$ cat src/inc/itt_pkg.sv
/*
 * Constants shared by the interval / time-base timer: register offsets,
 * field positions, reset values and prescaler tap tables.
 * Assumes a 32-bit classic Wishbone slave with byte addresses.
 */
package itt_pkg;

    // ************************************************************
    // Register map
    // ************************************************************
    localparam int unsigned ITT_WB_AW       = 4;
    localparam logic [3:0]  ITT_OFS_MODE    = 4'h0;
    localparam logic [3:0]  ITT_OFS_COUNT   = 4'h4;
    localparam logic [3:0]  ITT_OFS_STATUS  = 4'h8;
    localparam logic [3:0]  ITT_OFS_MASK    = 4'hC;

    // ************************************************************
    // Fields and reset values
    // ************************************************************
    localparam int unsigned ITT_SRC_BIT     = 3;
    localparam int unsigned ITT_SEL2_BIT    = 2;
    localparam int unsigned ITT_OVF_BIT     = 0;
    localparam logic [3:0]  ITT_MODE_RST    = 4'h0;
    localparam logic [3:0]  ITT_MODE_RSV    = 4'hF;
    localparam logic [7:0]  ITT_COUNT_RST   = 8'h00;
    localparam logic [7:0]  ITT_COUNT_MAX   = 8'hFF;
    localparam logic [0:0]  ITT_STATUS_RST  = 1'h0;
    localparam logic [0:0]  ITT_MASK_RST    = 1'h0;

    // ************************************************************
    // Prescalers
    // ************************************************************
    localparam int unsigned ITT_SYS_PS_W    = 13;
    localparam int unsigned ITT_SUB_PS_W    = 5;
    // Divide ratio exponent per clock select code 0..7
    localparam logic [3:0]  ITT_SYS_TAP [8] = '{4'hD, 4'hC, 4'hB, 4'h9,
                                                4'h8, 4'h7, 4'h5, 4'h3};
    // Subclock divide exponent per period code 2 s, 1 s, 0.5 s, 125 ms
    localparam logic [3:0]  ITT_SUB_TAP [4] = '{4'h5, 4'h4, 4'h3, 4'h1};

endpackage : itt_pkg

$ cat src/inc/itt_pre_if.sv
/*
 * Carrier between the timer core and one prescaler counter.
 * Assumes both ends run on the same clock.
 */
`timescale 1ns/10ps
interface itt_pre_if #(parameter int unsigned W = 13);
    logic         clr;
    logic         en;
    logic [W-1:0] cnt;
    modport ctl (output clr, output en, input cnt);
    modport pre (input clr, input en, output cnt);
endinterface : itt_pre_if

$ cat src/itt_prescaler.sv
/*
 * Free-running binary prescaler with synchronous clear and count enable.
 * Assumes the controlling end drives clr and en from clk_sys logic.
 */
`timescale 1ns/10ps
module itt_prescaler #(
    parameter int unsigned W = 13
) (
    input  wire logic clk_sys, // System clock
    input  wire logic rstn,    // Async reset, active low
    itt_pre_if.pre    p        // Control and count
);
    logic [W-1:0] cnt_r;
    logic [W-1:0] cnt_nxt;

    always_comb begin
        cnt_nxt = cnt_r;
        if (p.clr) begin
            cnt_nxt = '0;
        end else if (p.en) begin
            cnt_nxt = cnt_r + {{(W-1){1'b0}}, 1'b1};
        end
    end

    always_ff @(posedge clk_sys or negedge rstn) begin
        if (!rstn) begin
            cnt_r <= '0;
        end else begin
            cnt_r <= cnt_nxt;
        end
    end

    assign p.cnt = cnt_r;

endmodule : itt_prescaler

$ cat src/itt_timer.sv
/*
 * Interval / time-base timer: 8-bit up-counter fed either by a tap of the
 * system-clock prescaler or by the subclock prescaler, with an overflow
 * request flag, an interrupt mask and a classic Wishbone register slave.
 * Assumes the subclock arrives as an asynchronous pin far slower than
 * clk_sys, and that sys_halt comes from power control logic on clk_sys.
 */
// The Wishbone register port and the placing of the registers were decided locally.
`timescale 1ns/10ps

module itt_timer (
    input  wire logic                          clk_sys,   // System clock 10 MHz
    input  wire logic                          rstn,      // Async reset, active low
    input  wire logic                          sub_clk,   // Subclock pin, async
    input  wire logic                          sys_halt,  // System clock halted
    input  wire logic                          wb_cyc_i,  // Wishbone cycle
    input  wire logic                          wb_stb_i,  // Wishbone strobe
    input  wire logic                          wb_we_i,   // Wishbone write enable
    input  wire logic [itt_pkg::ITT_WB_AW-1:0] wb_adr_i,  // Wishbone byte address
    input  wire logic [3:0]                    wb_sel_i,  // Wishbone byte selects
    input  wire logic [31:0]                   wb_dat_i,  // Wishbone write data
    output logic      [31:0]                   wb_dat_o,  // Wishbone read data
    output logic                               wb_ack_o,  // Wishbone acknowledge
    output logic                               irq_o      // Overflow interrupt, level
);
    import itt_pkg::*;

    // ************************************************************
    // Declarations
    // ************************************************************
    logic [2:0]  sub_sync_r;
    logic [2:0]  sub_sync_nxt;
    logic        sub_lvl_r;
    logic        sub_lvl_nxt;
    logic        sub_rise;

    logic [3:0]  mode_r;
    logic [3:0]  mode_nxt;
    logic [7:0]  count_r;
    logic [7:0]  count_nxt;
    logic [0:0]  status_r;
    logic [0:0]  status_nxt;
    logic [0:0]  mask_r;
    logic [0:0]  mask_nxt;
    logic        irq_r;
    logic        irq_nxt;

    logic        ack_r;
    logic        ack_nxt;
    logic [31:0] dat_r;
    logic [31:0] dat_nxt;

    logic        req;
    logic        req_end;
    logic        rd_status;
    logic        wr_mode;
    logic        wr_mask;
    logic [0:0]  status_clr;
    logic        stop;
    logic        tick;
    logic        overflow;

    itt_pre_if #(.W(ITT_SYS_PS_W)) sys_ps ();
    itt_pre_if #(.W(ITT_SUB_PS_W)) sub_ps ();

    // ************************************************************
    // Helpers
    // ************************************************************
    // True when the low e bits of c are all ones: the tick of a 2^e divider
    // An e of 13 gives the full wrap of the system prescaler
    function automatic logic tap_hit(input logic [12:0] c, input logic [3:0] e);
        logic [12:0] m;
        m = (13'h0001 << e) - 13'h0001;
        return &(c | ~m);
    endfunction : tap_hit

    // ************************************************************
    // Subclock pin synchroniser
    // ************************************************************
    // Stage 0 feeds only stage 1; the level moves once stages 1 and 2 agree.
    // Subclock levels shorter than two clk_sys cycles are lost, so the pin
    // must stay far slower than clk_sys
    always_comb begin
        sub_sync_nxt = {sub_sync_r[1:0], sub_clk};
        sub_lvl_nxt  = sub_lvl_r;
        if (sub_sync_r[1] == sub_sync_r[2]) begin
            sub_lvl_nxt = sub_sync_r[2];
        end
    end

    // One enable pulse per settled rising edge
    assign sub_rise = (sub_sync_r[1] == sub_sync_r[2]) && sub_sync_r[2] && !sub_lvl_r;

    always_ff @(posedge clk_sys or negedge rstn) begin
        if (!rstn) begin
            sub_sync_r <= 3'h0;
            sub_lvl_r  <= 1'b0;
        end else begin
            sub_sync_r <= sub_sync_nxt;
            sub_lvl_r  <= sub_lvl_nxt;
        end
    end

    // ************************************************************
    // Prescalers
    // ************************************************************
    // Held clear for as long as the code stands, not only on the write
    assign stop = mode_r[ITT_SRC_BIT] && mode_r[ITT_SEL2_BIT];

    // No software path reaches this count
    // Cleared while halted, standing in for the stopped system clock
    assign sys_ps.clr = sys_halt;
    assign sys_ps.en  = 1'b1;

    // Counts on subclock edges whatever the system power state
    assign sub_ps.clr = stop;
    assign sub_ps.en  = sub_rise;

    itt_prescaler #(.W(ITT_SYS_PS_W)) u_sys_ps (
        .clk_sys (clk_sys),
        .rstn    (rstn),
        .p       (sys_ps)
    );

    itt_prescaler #(.W(ITT_SUB_PS_W)) u_sub_ps (
        .clk_sys (clk_sys),
        .rstn    (rstn),
        .p       (sub_ps)
    );

    // ************************************************************
    // Tick selection
    // ************************************************************
    // The system prescaler is never cleared by a mode write, so the first
    // interval tick after leaving the cleared state comes at a varying delay.
    // Time base: one tick per 2^e settled subclock edges and 256 ticks per
    // overflow, so the period code sets the interval in powers of two
    always_comb begin
        tick = 1'b0;
        if (stop) begin
            tick = 1'b0;
        end else if (!mode_r[ITT_SRC_BIT]) begin
            tick = !sys_halt && tap_hit(sys_ps.cnt, ITT_SYS_TAP[mode_r[2:0]]);
        end else begin
            tick = sub_rise && tap_hit({8'hFF, sub_ps.cnt}, ITT_SUB_TAP[mode_r[1:0]]);
        end
    end

    // One flag serves both modes
    assign overflow = tick && (count_r == ITT_COUNT_MAX);

    // ************************************************************
    // Counter
    // ************************************************************
    // Stop wins over a tick, so a 1,1 write clears even mid-count
    always_comb begin
        count_nxt = count_r;
        if (stop) begin
            count_nxt = ITT_COUNT_RST;
        end else if (tick) begin
            count_nxt = count_r + 8'h01;
        end
    end

    always_ff @(posedge clk_sys or negedge rstn) begin
        if (!rstn) begin
            count_r <= ITT_COUNT_RST;
        end else begin
            count_r <= count_nxt;
        end
    end

    // ************************************************************
    // Wishbone slave
    // ************************************************************
    // Ack comes one cycle after the request is seen and drops the next cycle.
    // Writes and read side effects land on the edge where the master sees ack.

    // Register map, all in byte lane 0, upper 24 bits read as zero:
    //   0x0 mode     [7:4] read as ones, [3] source, [2:0] clock select
    //   0x4 count    read only, writes dropped
    //   0x8 status   [0] overflow flag, cleared by the read that returns it
    //   0xC mask     [0] interrupt enable for the overflow flag
    // Unmapped offsets read zero and are still acknowledged so the
    // master never hangs on a stray address
    assign req     = wb_cyc_i && wb_stb_i && !ack_r;
    assign req_end = wb_cyc_i && wb_stb_i && ack_r;
    assign wr_mode = req_end && wb_we_i && wb_sel_i[0] && (wb_adr_i == ITT_OFS_MODE);
    assign wr_mask = req_end && wb_we_i && wb_sel_i[0] && (wb_adr_i == ITT_OFS_MASK);

    // Clear only what was actually returned, so a flag set after the data
    // was sampled survives the read
    assign rd_status  = req_end && !wb_we_i && (wb_adr_i == ITT_OFS_STATUS);
    assign status_clr = rd_status ? dat_r[ITT_OVF_BIT] : 1'b0;

    always_comb begin
        ack_nxt = req;
        dat_nxt = dat_r;
        if (req && !wb_we_i) begin
            unique case (wb_adr_i)
                ITT_OFS_MODE: begin
                    dat_nxt = {24'h000000, ITT_MODE_RSV, mode_r};
                end
                ITT_OFS_COUNT: begin
                    dat_nxt = {24'h000000, count_r};
                end
                ITT_OFS_STATUS: begin
                    dat_nxt = {31'h00000000, status_r};
                end
                ITT_OFS_MASK: begin
                    dat_nxt = {31'h00000000, mask_r};
                end
                default: begin
                    dat_nxt = 32'h00000000;
                end
            endcase
        end else if (req) begin
            // A write answers with zero data
            dat_nxt = 32'h00000000;
        end
    end

    always_ff @(posedge clk_sys or negedge rstn) begin
        if (!rstn) begin
            ack_r <= 1'b0;
            dat_r <= 32'h00000000;
        end else begin
            ack_r <= ack_nxt;
            dat_r <= dat_nxt;
        end
    end

    // ************************************************************
    // Mode and mask registers
    // ************************************************************
    // Only byte lane 0 carries writable bits; other lanes are ignored.
    // A mode write lands at the ack edge; a tick in that cycle uses the old mode
    always_comb begin
        mode_nxt = mode_r;
        mask_nxt = mask_r;
        if (wr_mode) begin
            mode_nxt = wb_dat_i[3:0];
        end
        if (wr_mask) begin
            mask_nxt = wb_dat_i[ITT_OVF_BIT];
        end
    end

    always_ff @(posedge clk_sys or negedge rstn) begin
        if (!rstn) begin
            mode_r <= ITT_MODE_RST;
            mask_r <= ITT_MASK_RST;
        end else begin
            mode_r <= mode_nxt;
            mask_r <= mask_nxt;
        end
    end

    // ************************************************************
    // Request flag and interrupt
    // ************************************************************
    // The level is computed from next values so it moves on the same
    // edge as the flag or the mask, never a cycle late
    always_comb begin
        // Set wins over a clear in the same cycle
        status_nxt = (status_r & ~status_clr) | overflow;
        irq_nxt    = |(status_nxt & mask_nxt);
    end

    always_ff @(posedge clk_sys or negedge rstn) begin
        if (!rstn) begin
            status_r <= ITT_STATUS_RST;
            irq_r    <= 1'b0;
        end else begin
            status_r <= status_nxt;
            irq_r    <= irq_nxt;
        end
    end

    // ************************************************************
    // Outputs
    // ************************************************************
    // All three come straight from registers
    assign wb_ack_o = ack_r;
    assign wb_dat_o = dat_r;
    assign irq_o    = irq_r;

endmodule : itt_timer

$ cat config.mk
export PLATFORM = sky130hd
export DESIGN_NAME = itt_timer
export DESIGN_NICKNAME = d
export VERILOG_FILES = /design/src/inc/itt_pkg.sv /design/src/inc/itt_pre_if.sv /design/src/itt_prescaler.sv /design/src/itt_timer.sv
export SDC_FILE = /design/constraint.sdc
export NUM_CORES = 1
export LEC_CHECK = 0
export ABC_AREA = 1
export BUFFER_PORTS_ARGS = -buffer_cell sky130_fd_sc_hd__buf_4
export CAP_MARGIN = 20
export CORE_UTILIZATION = 26
export CTS_BUF_LIST = sky130_fd_sc_hd__clkbuf_4 sky130_fd_sc_hd__clkbuf_8
export CTS_CLUSTER_SIZE = 10
export DETAILED_ROUTE_END_ITERATION = 16
export PLACE_DENSITY = 0.54
export SLEW_MARGIN = 20
export SYNTH_ARGS = -nofsm -noshare
export SYNTH_HDL_FRONTEND = slang
export SYNTH_SLANG_ARGS = --single-unit
$ cat constraint.sdc
create_clock -name clk_sys -period 7.1 [get_ports clk_sys]
set_input_delay 0.355 -clock clk_sys [delete_from_list [all_inputs] [get_ports clk_sys]]
set_output_delay 0.355 -clock clk_sys [all_outputs]
set_load 0.02 [all_outputs]
======== Word level (Yosys, flattened, before mapping) ========
Memories as Yosys holds them, arrays and structs flattened.
Cells that the tools add are included.
operators by class
  reduce and logical (&&, ||, !) cells .... 26
  shift operators ......................... 2
  eq/ne operators ......................... 5
  bitwise gates (word level) .............. 10
  $add $sub $neg .......................... 5
  multiplexer cells ....................... 17
  order comparisons ....................... 2
  div/mod/pow operators ................... 0
  multiply operators ...................... 0
operators by type and width
  cell                                                 number
  2-to-1 mux 32 bit                                    2
  one-hot mux 8 bit (4 select lines)                   1
  NOT 13 bit                                           2
  OR 13 bit                                            2
  AND reduction 13 bit                                 2
  << shifter 1 x 4 -> 13 bit (first input constant)    2
  subtractor 13 x 1 -> 13 bit (second input constant)  2
  logical AND 1 bit                                    16
  2-to-1 mux 4 bit                                     4
  2-to-1 mux 8 bit                                     2
  adder 13 x 1 -> 13 bit (second input constant)       1
  2-to-1 mux 13 bit                                    1
  2-to-1 mux 5 bit                                     2
  adder 8 x 1 -> 8 bit (second input constant)         1
  binary-select mux 4 bit (select 2 bit)               1
  == test 4 bit (second input constant)                2
  == test 8 bit (second input constant)                1
  nonzero test 2 bit                                   3
  adder 5 x 1 -> 5 bit (second input constant)         1
  == test 4 x 3 -> 1 bit (second input constant)       1
  >= comparator 4 bit (second input constant)          1
  zero test 1 bit                                      4
  zero test 4 bit                                      1
  2-to-1 mux 1 bit                                     4
  7 further kinds                                      8
word-level totals
  flip-flop bits (word level) ............. 70
  bits in latches ......................... 0
  memories ................................ 1
  logic and storage cells ................. 79
  bits in read-only memories .............. 32
  output and inout port bits .............. 34
  bits of input ports ..................... 47
  memory bits (writable) .................. 0
memories
  memory            words  bits a word  read ports  clocked after Yosys merged registers in  write ports  RTL line          text
  (name not given)  8      4            1           0                                        0            itt_timer.sv:143  tick = !sys_halt && tap_hit(sys_ps.cnt, ITT_SYS_TAP[mode_r[2:0]]);

======== Longest topological paths before layout ========
Gate-level depths: netlist of the first run.
  depth after elaboration ................. 15
  gate-level depth with buffers ........... 22
  depth with buffers taken out ............ 22

======== Cells and area by module ========
Synthesis of the first run repeated with hierarchy kept, for this count alone.
unflattened totals
  cell total of the unflattened synthesis .. 393
  area, all modules ....................... 3044.2 um^2
modules (own cells, without submodules)
  module                     area an instance (um^2)  cells an instance  seq. area each (um^2)  times used
  itt_timer                  2044.5                   268                700.7                  1
  itt_prescaler at u_sys_ps  733.2                    93                 325.3                  1
  itt_prescaler at u_sub_ps  266.5                    32                 125.1                  1

======== Least setup slack after synthesis of the first run ========
OpenSTA, ideal clock, no wires.
  kind .................................... flip-flop to flip-flop
  from .................................... reg mode_r[0]
  to ...................................... reg count_r[0]
  slack ................................... 4.608 ns
  stages on the path, launching flop included .. 23
  period minus slack after synthesis ...... 2.492 ns
  buffers on the path ..................... 0
  arrival ................................. 2.372 ns
  required time ........................... 6.979 ns
  setup time .............................. 0.121 ns
  path through ............................ dfrtp_1 > inv_1 > ha_1 > inv_1 > nand2_4 > nand2_2 > nand2_2 > inv_1 > nand2_1 > ha_1 > inv_1 > nand2_1 > nand2_1 > nor2_1 > nand3_1 > nor2_1 > nand3_1 > nor2_1 > nand3_2 > nand3_2 > inv_2 > nand2_1 > o21ai_2
on the way
  longest elaborated chain between the ends .. 13
  elaborated cells between the ends (all ways) .. 23
  those cells by class .................... 2 x add/sub; 2 x shift; 7 x mux; 6 x bitwise; 5 x reduce/logical; 1 x memory
RTL lines
  element                                                                                   RTL line                            text
  from (decl)                                                                               itt_timer.sv:37                     logic [3:0] mode_r;
  from (signal assigned)                                                                    itt_timer.sv:254                    mode_r <= mode_nxt;
  NOT 3 -> 4 bit (not written as such) / NOT 2 -> 3 bit (equally long branches)             itt_timer.sv:143, itt_timer.sv:145
  memory read (8 x 4 bit) / binary-select mux 4 bit (select 2 bit) (equally long branches)  -
  2-to-1 mux 4 bit, on equally long branches (2 in a row)                                   itt_timer.sv:143, itt_timer.sv:145
  << shifter 1 x 4 -> 13 bit                                                                itt_timer.sv:73                     m = (13'h0001 << e) - 13'h0001;
  subtractor 13 x 1 -> 13 bit                                                               itt_timer.sv:73
  NOT 13 bit                                                                                itt_timer.sv:74                     return &(c | ~m);
  OR 13 bit                                                                                 itt_timer.sv:74
  AND reduction 13 bit                                                                      itt_timer.sv:74
  logical AND 1 bit, on equally long branches                                               itt_timer.sv:143, itt_timer.sv:145
  2-to-1 mux 1 bit *                                                                        itt_timer.sv:142                    end else if (!mode_r[ITT_SRC_BIT]) begin
  2-to-1 mux 1 bit *                                                                        itt_timer.sv:140                    if (stop) begin
  nonzero test 2 bit (no line) *                                                            -
  to (signal assigned)                                                                      itt_timer.sv:169                    count_r <= count_nxt;
  to (decl)                                                                                 itt_timer.sv:39                     logic [7:0] count_r;
Every way passes the cells marked *; elsewhere a longest branch is shown, timed or not. The select of a mux whose other input is x is not followed.
A chain may end at the register's enable or synchronous reset.

======== Final worst setup path of the first run ========
Ends and elaborated chain as after synthesis.

==> impl_metrics.env, run 1 <==
export IMPL_power_per_cell_area_nw_per_um2=160.5
export IMPL_ys_dominant_reg_cell="dfrtp_1"
export IMPL_die_area_um2=11130
export IMPL_cts_setup_buffers=0
export IMPL_post_synth_cell_area_avg_um2=7.868
export IMPL_yosysTopAreaCell="dfrtp_1"
export IMPL_timing_final_crit_period_ns=2.930
export IMPL_endpoint_arrival_time_on_the_critical_path_ns=3.12
export IMPL_number_of_optimization_iterations_in_the_first_detailed_route_pass=4
export IMPL_setup_violations=0
export IMPL_cts_made_buffers=5
export IMPL_synth_enable_flop_cells=0
export IMPL_area_growth_syn_to_layout_pct=12.71
export IMPL_tritoncts_clock_tree="built"
export IMPL_slew_margin_rel=0.6003
export IMPL_drv_max_cap_violation_count=0
export IMPL_grt_pass1_vias=2141
export IMPL_filler_cell_count=1131
export IMPL_register_area_um2=1151
export IMPL_floorplan_core_area_um2=10370
export IMPL_final_core_utilization=0.3027
export IMPL_syn_inst=354
export IMPL_pwr_share_clk=0.338
export IMPL_clock_skew_ns=0.005988
export IMPL_ctsHoldBuffers=0
export IMPL_outcome="complete, no violations"
export IMPL_place_detailed_instances=513
export IMPL_worst_skew_pair_late_latency_ns=0.30
export IMPL_synth_commonest_cells="56 x nand2_1, 52 x inv_1, 46 x dfrtp_1, 32 x nor2_1, 27 x o21ai_0"
export IMPL_place_congestion=0.7746
export IMPL_pre_cts_ws_ns=4.167
export IMPL_synth_ff_latch_count=46
export IMPL_top_count_cell_post_synth="nand2_1"
export IMPL_final_net_count=443
export IMPL_die_height_um=105.5
export IMPL_drv_slew=0
export IMPL_final_setup_tns_ns=0
export IMPL_power_switching_mw=0.1394
export IMPL_cell_internal_pwr_mw=0.3646
export IMPL_globalRoute_totalOverflow=0
export IMPL_i_o_buffers=25
export IMPL_grt_max_degree=47
export IMPL_vdd_ir_drop_max_uv=79.33
export IMPL_p_total_mw=0.5040
export IMPL_rows=37
export IMPL_clock_tree_htree_level_count=2
export IMPL_achievable_frequency_mhz=341.3
export IMPL_drive_above_1_share=0.1481
export IMPL_static_leakage_power_nw=1.502
export IMPL_placed_cell_area_um2=3044
export IMPL_clock_sink_count=46
export IMPL_final_critical_path_setup_slack_ns=4.170
export IMPL_hold_violations=0
export IMPL_netlist_area_um2=2785
export IMPL_synth_cell_type_count=33
export IMPL_stdcell_area_um2=3139
export IMPL_worst_endpoint_required_ns=7.29
export IMPL_routed_via_count=2224
export IMPL_initial_standard_cell_utilization_of_the_core=0.2686
export IMPL_timing_final_crit_share=0.4126
export IMPL_clk_pin_slew_ns=0.09
export IMPL_pin_count=81
export IMPL_hpwl_mm=4.179
export IMPL_synth_top_cells_by_area="dfrtp_1 41%, nand2_1 7.5%, inv_1 7.0%, buf_4 6.5%, ha_1 5.4%"
export IMPL_power_frac_comb=0.122
export IMPL_grt_first_pass_wirelength_mm=9.632
export IMPL_clock_tree_buffer_depth=2
export IMPL_clockRootBuffer="clkbuf_8"
export IMPL_worst_pin_slew_ns=0.5996
export IMPL_avgRoutedWirePerCell_um=10.60
export IMPL_setup_worst_path_start_class="flop"
export IMPL_worstSetupEndpointType="flop"
export IMPL_crit_path_max_fanout=7
export IMPL_insertedDiodeCount=0
export IMPL_power_sequential_fraction=0.540
export IMPL_p_sw_frac=0.2765
export IMPL_grt_antenna_before_repair=0
export IMPL_ant_nets=0
export IMPL_die_width_um=105.5
export IMPL_remaining_drc_errors=0
export IMPL_global_route_usage_total=0.1058
export IMPL_synth_yosys_seq_area_share=0.4133
export IMPL_synth_async_reset_ratio=1.000
export IMPL_fin_hold_ws_ns=0.05800
export IMPL_worst_hold_path_class="input pin to async pin"
export IMPL_netlist_area_leader_share=0.4133
export IMPL_multi_input_comb_area_um2=1333
export IMPL_vias_per_cell=4.269
export IMPL_yosys_warnings=0
export IMPL_drt_iter0_markers=94
export IMPL_postCtsResizedCells=0
export IMPL_worstSetupPathType="flop to flop"
export IMPL_wirelength_mm=5.524
export IMPL_rsz0062_at_grt="false"
export IMPL_layout_cells_non_filler=521
[cells by family after synthesis]
logic type	count (synthesis)	share of synthesized area
adders and majority gates	12	0.05391
DFF	46	0.4133
muxes	1	0.004043
and+or+nand+nor	146	0.2457
AOI/OAI and AO/OA	63	0.1253
other	2	0.002696
buffers and inverters	79	0.1393
xor gates and xnor gates	5	0.01572
[cell type report]
class                      instances  share of cell area
multi-input combinational        252              0.4245
sequential                        46              0.3667
inverter                          54             0.06457
timing repair buffer              25             0.05978
tap                              136             0.05420
clock buffer                       6             0.02631
clock inverter                     2            0.003986
[path summary, 6_finish.rpt]
| check | slack, ns | to | start | depth (start not counted) |
|---|---|---|---|---|
| worst max-delay path | 4.17 | count_r[0] | mode_r[0] | 22 |
| worst min-delay path | 0.06 | wb_dat_o[5] | rstn | 1 |
| worst max register to register | 4.17 | count_r[0] | mode_r[0] | 22 |
| worst min register to register | 0.36 | sub_sync_r[1] | sub_sync_r[0] | 0 |
| max in group asynchronous | 6.63 | u_sub_ps.p.cnt[3] | rstn | 1 |
| min in group clk_sys | 0.16 | sub_sync_r[0] | sub_clk | 1 |
[power by group through the flow]
| stage | Clock, mW | Combinational, mW | Sequential, mW |
|---|---|---|---|
| floorplan | 0 | 0.0480 | 0.279 |
| global placement | 0 | 0.0615 | 0.277 |
| detailed placement | 0 | 0.0621 | 0.277 |
| CTS | 0.179 | 0.0624 | 0.272 |
| global route | 0.188 | 0.0699 | 0.274 |
| finish | 0.170 | 0.0614 | 0.272 |
[worst max-delay path: stages, from the launching register on]
cell and delay, ns:
dfrtp_1 0.51, inv_1 0.17, ha_1 0.26, inv_1 0.09
nand2_4 0.09, nand2_2 0.14, nand2_2 0.07, inv_1 0.07
nand2_1 0.05, ha_1 0.27, inv_1 0.03, nand2_1 0.05
nand2_1 0.04, nor2_1 0.09, nand3_1 0.07, nor2_1 0.09
nand3_1 0.07, nor2_1 0.15, nand3_2 0.15, nand3_2 0.18
inv_2 0.06, nand2_1 0.07, o21ai_2 0.05
[placed cells by master, fill, tap and decap left out, drive strengths merged]
| cell type | instances |
|---|---|
| o22ai | 6 |
| nand3b | 1 |
| o21a | 1 |
| a21oi | 18 |
| o41ai | 1 |
| ha | 12 |
| o21ba | 1 |
| inv | 54 |
| a2111oi | 1 |
| conb | 25 |
| nor2 | 37 |
| xor2 | 5 |
| mux2 | 1 |
| nand2 | 63 |
| nor3b | 1 |
| clkinv | 1 |
| dfrtp | 46 |
| buf | 25 |
| or2 | 1 |
| nand3 | 31 |
| nor3 | 10 |
| clkbuf | 6 |
| nand4 | 2 |
| clkinvlp | 1 |
| o21ai | 34 |
| a221oi | 1 |
[sequential cells by signal (all words and copies together), names as in the netlist, 3 cells and up]
register / count
mode_r: 4
u_sub_ps.p.cnt: 5
wb_dat_o: 8
count_r: 8
sub_sync_r: 3
u_sys_ps.p.cnt: 13
[layer usage]
metal	routed length, µm	track usage	vias up
li1	-	-	1155
met1	2759	0.1358	1006
met2	2469	0.1781	56
met3	248	0.02412	7
met4	47	0.02877	0
met5	0	0	-
(Power assumes the default switching activity.)
==> inputs of run 2 (changes only) <==
--- a/config.mk
+++ b/config.mk
@@ -5,14 +5,14 @@
 export SDC_FILE = /design/constraint.sdc
 export NUM_CORES = 1
 export LEC_CHECK = 0
-export ABC_AREA = 1
+export ABC_AREA = 0
 export BUFFER_PORTS_ARGS = -buffer_cell sky130_fd_sc_hd__buf_4
 export CAP_MARGIN = 20
 export CORE_UTILIZATION = 26
 export CTS_BUF_LIST = sky130_fd_sc_hd__clkbuf_4 sky130_fd_sc_hd__clkbuf_8
 export CTS_CLUSTER_SIZE = 10
 export DETAILED_ROUTE_END_ITERATION = 16
-export PLACE_DENSITY = 0.54
+export PLACE_DENSITY = 0.56
 export SLEW_MARGIN = 20
 export SYNTH_ARGS = -nofsm -noshare
 export SYNTH_HDL_FRONTEND = slang
==> constraint.sdc (replaced) <==
create_clock -name clk_sys -period 2.55 [get_ports clk_sys]
set_input_delay 0.1275 -clock clk_sys [delete_from_list [all_inputs] [get_ports clk_sys]]
set_output_delay 0.1275 -clock clk_sys [all_outputs]
set_load 0.02 [all_outputs]
==> run 2 against run 1 <==
  * The flow now finishes with violations (negative setup slack)
  * Design area rose by 3.7%
  * Global-route usage rose by 0.78 points
  * Synthesized cell count shrank 21%
  * Routed wire length increased by 3.6%
  * Hold slack worse by 0.012 ns
  * Count of clock-buffer cells in the layout unchanged
  * Via count shrank 7.6%
  * Sequential share of layout area fell by 1.3 points
  * Combinational power rose to 3.7 times the previous value
==> impl_metrics.env, run 2 <==
export IMPL_die_width_um=103.3
export IMPL_layout_common_cells="45 x dfrtp_1, 43 x buf_4, 28 x nand2_1"
export IMPL_synth_cell_type_count=48
export IMPL_layout_cells_most_common="dfrtp_1"
export IMPL_timing_final_crit_share=1.074
export IMPL_wirelength_mm=5.724
export IMPL_clockRootBuffer="clkbuf_8"
export IMPL_i_o_buffers=25
export IMPL_crit_path_max_fanout=5
export IMPL_remaining_drc_errors=0
export IMPL_path_cells="inv_6 -> ha_4 -> nor3b_4 -> nand2_2 -> ha_4 -> o22ai_2 -> or4_4 -> nor4b_4 -> a31o_1 -> buf_6 -> a21oi_2 -> a31o_2"
export IMPL_global_route_usage_total=0.1136
export IMPL_drv_max_cap_violation_count=0
export IMPL_worst_skew_pair_late_latency_ns=0.31
export IMPL_avgRoutedWirePerCell_um=12.55
export IMPL_setup_violations=10
export IMPL_initial_standard_cell_utilization_of_the_core=0.2703
export IMPL_top_count_cell_post_synth="dfrtp_1"
export IMPL_yosysTopAreaCell="dfrtp_1"
export IMPL_static_leakage_power_nw=1.449
export IMPL_grt_max_degree=47
export IMPL_worst_pin_slew_ns=0.5947
export IMPL_clock_skew_ns=0.01282
export IMPL_rows=36
export IMPL_slew_margin_rel=0.6035
export IMPL_post_synth_cell_area_avg_um2=9.523
export IMPL_ant_nets=0
export IMPL_vias_per_cell=4.504
export IMPL_synth_async_reset_ratio=1.000
export IMPL_worst_endpoint_required_ns=2.76
export IMPL_final_net_count=381
export IMPL_largest_register_ffs=13
export IMPL_place_congestion=0.7662
export IMPL_vdd_ir_drop_max_uv=251.3
export IMPL_area_growth_syn_to_layout_pct=22.06
export IMPL_final_core_utilization=0.3299
export IMPL_die_area_um2=10660
export IMPL_tritoncts_clock_tree="built"
export IMPL_fin_hold_ws_ns=0.04612
export IMPL_cp_slowest_cell="or4_4"
export IMPL_hold_violations=0
export IMPL_grt_antenna_before_repair=0
export IMPL_filler_cell_count=1009
export IMPL_power_per_cell_area_nw_per_um2=500.5
export IMPL_floorplan_core_area_um2=9864
export IMPL_worstSetupPathType="flop to flop"
export IMPL_synth_commonest_cells="46 x dfrtp_1, 29 x nand2_1, 24 x buf_4, 24 x nor2_1, 16 x o21ai_0"
export IMPL_endpoint_arrival_time_on_the_critical_path_ns=2.95
export IMPL_cts_made_buffers=5
export IMPL_timing_final_crit_period_ns=2.738
export IMPL_worstSetupEndpointType="flop"
export IMPL_outcome="complete, but fails checks"
export IMPL_placed_cell_area_um2=3050
export IMPL_worst_hold_path_class="input pin to flop"
export IMPL_drive_above_1_share=0.2446
export IMPL_insertedDiodeCount=0
export IMPL_clock_tree_buffer_depth=2
export IMPL_final_critical_path_setup_slack_ns=-0.1881
export IMPL_netlist_area_leader_share=0.4317
export IMPL_clock_tree_htree_level_count=2
export IMPL_multi_input_comb_area_um2=1430
export IMPL_grt_first_pass_wirelength_mm=9.377
export IMPL_yosys_warnings=0
export IMPL_synth_yosys_seq_area_share=0.4317
export IMPL_clock_sink_count=46
export IMPL_ys_dominant_reg_cell="dfrtp_1"
export IMPL_synth_enable_flop_cells=0
export IMPL_netlist_area_um2=2666
export IMPL_hpwl_mm=4.102
export IMPL_die_height_um=103.3
export IMPL_clk_pin_slew_ns=0.10
export IMPL_rsz0062_at_grt="true"
export IMPL_drt_iter0_markers=79
export IMPL_globalRoute_totalOverflow=0
export IMPL_register_area_um2=1152
export IMPL_achievable_frequency_mhz=365.2
export IMPL_synth_top_cells_by_area="dfrtp_1 43%, buf_4 6.8%, ha_1 5.6%, nand2_1 4.1%, nor2_1 3.4%"
export IMPL_stdcell_area_um2=3254
export IMPL_pin_count=81
export IMPL_setup_worst_path_start_class="flop"
export IMPL_grt_pass1_vias=1912
export IMPL_crit_path_max_incr_delay_ns=0.43
export IMPL_crit_top_cell="ha_4"
export IMPL_failed_checks="negative setup slack"
export IMPL_number_of_optimization_iterations_in_the_first_detailed_route_pass=4
export IMPL_routed_via_count=2054
export IMPL_syn_inst=280
export IMPL_drv_slew=0
export IMPL_synth_ff_latch_count=46
==> run 2: cell count changes in the layout (fill, tap and decap cells not counted), sizes merged, moves of 7 or more <==
cell	delta
nand3	-21
xnor2	+7
inv	-46
or3	+7
nand2	-34
nor2	-13
buf	+19
nor2b	+7
nor3	-7
o21ai	-18
==> run 2: final cells by class <==
| type | instances | area share |
|---|---|---|
| Clock inverter | 2 | 0.01153 |
| Inverter | 8 | 0.01153 |
| Tap cell | 133 | 0.05113 |
| Multi-Input combinational cell | 215 | 0.4394 |
| Timing Repair Buffer | 46 | 0.1088 |
| Sequential cell | 46 | 0.3541 |
| Clock buffer | 6 | 0.02345 |
==> run 2: worst paths after layout <==
path | startpoint | end | slack [ns] | depth (start not counted)
worst max-delay path | mode_r[0] | count_r[2] | -0.19 | 12
worst min-delay path | wb_dat_i[3] | mode_r[3] | 0.05 | 2
worst max register to register | mode_r[0] | count_r[2] | -0.19 | 12
worst min register to register | sub_sync_r[0] | sub_sync_r[1] | 0.37 | 0
max in group asynchronous | rstn | mode_r[1] | 1.76 | 2
min in group asynchronous | rstn | count_r[0] | 0.37 | 2
==> run 2: cell families (layout without fill, tap and decap cells) <==
logic type	Yosys count	after routing	share of synthesized area
muxes	12	12	0.05256
adders and majority gates	12	12	0.05631
DFF	46	46	0.4317
xor gates and xnor gates	14	14	0.04599
and+or+nand+nor	106	106	0.2126
buffers and inverters	42	62	0.09338
other	2	25	0.002817
AOI/OAI and AO/OA	46	46	0.1047
==> run 2: power breakdown <==
part	switching [mW]	total, mW	internal, mW
Sequential	0.0557	0.835	0.780
Clock	0.261	0.565	0.303
Combinational	0.131	0.228	0.0972
Total	0.448	1.63	1.18
==> run 2: metal layers <==
| metal | global-route usage | part of all wire |
|---|---|---|
| met1 | 0.1537 | 0.46 |
| met2 | 0.1867 | 0.50 |
| met3 | 0.02352 | 0.034 |
| met4 | 0.02600 | 0.0063 |
| met5 | 0 | 0 |
==> run 2: worst max-delay path, delay by kind of cell, from the launching register on <==
kind	cells	cell delay, ns
fa+ha+maj	2	0.51
compound gates	4	0.53
buf+inv	2	0.18
simple gates	4	0.99
flops	1	0.42
==> run 2: metrics by stage <==
stage / total power, mW / worst slack, ns / instances / TNS (ns)
detailed placement: 1.074 / -0.4013 / 442 / -3.518
finish: 1.629 / -0.1881 / 456 / -1.363
global placement: 1.067 / -0.3388 / 442 / -2.854
global route: 1.718 / -0.3040 / 456 / -2.723
floorplan: 1.017 / -0.02511 / 303 / -0.03514
CTS: 1.649 / -0.2424 / 456 / -2.049
==> run 2: what timing repair did <==
item	in CTS	in global routing
hold buffers	2	0
hold endpoints to repair	47	0
endpoints found under the setup margin	10	10
pin swaps	13	3
cloned	1	0
resized for setup	6	7
buffers inserted	3	0
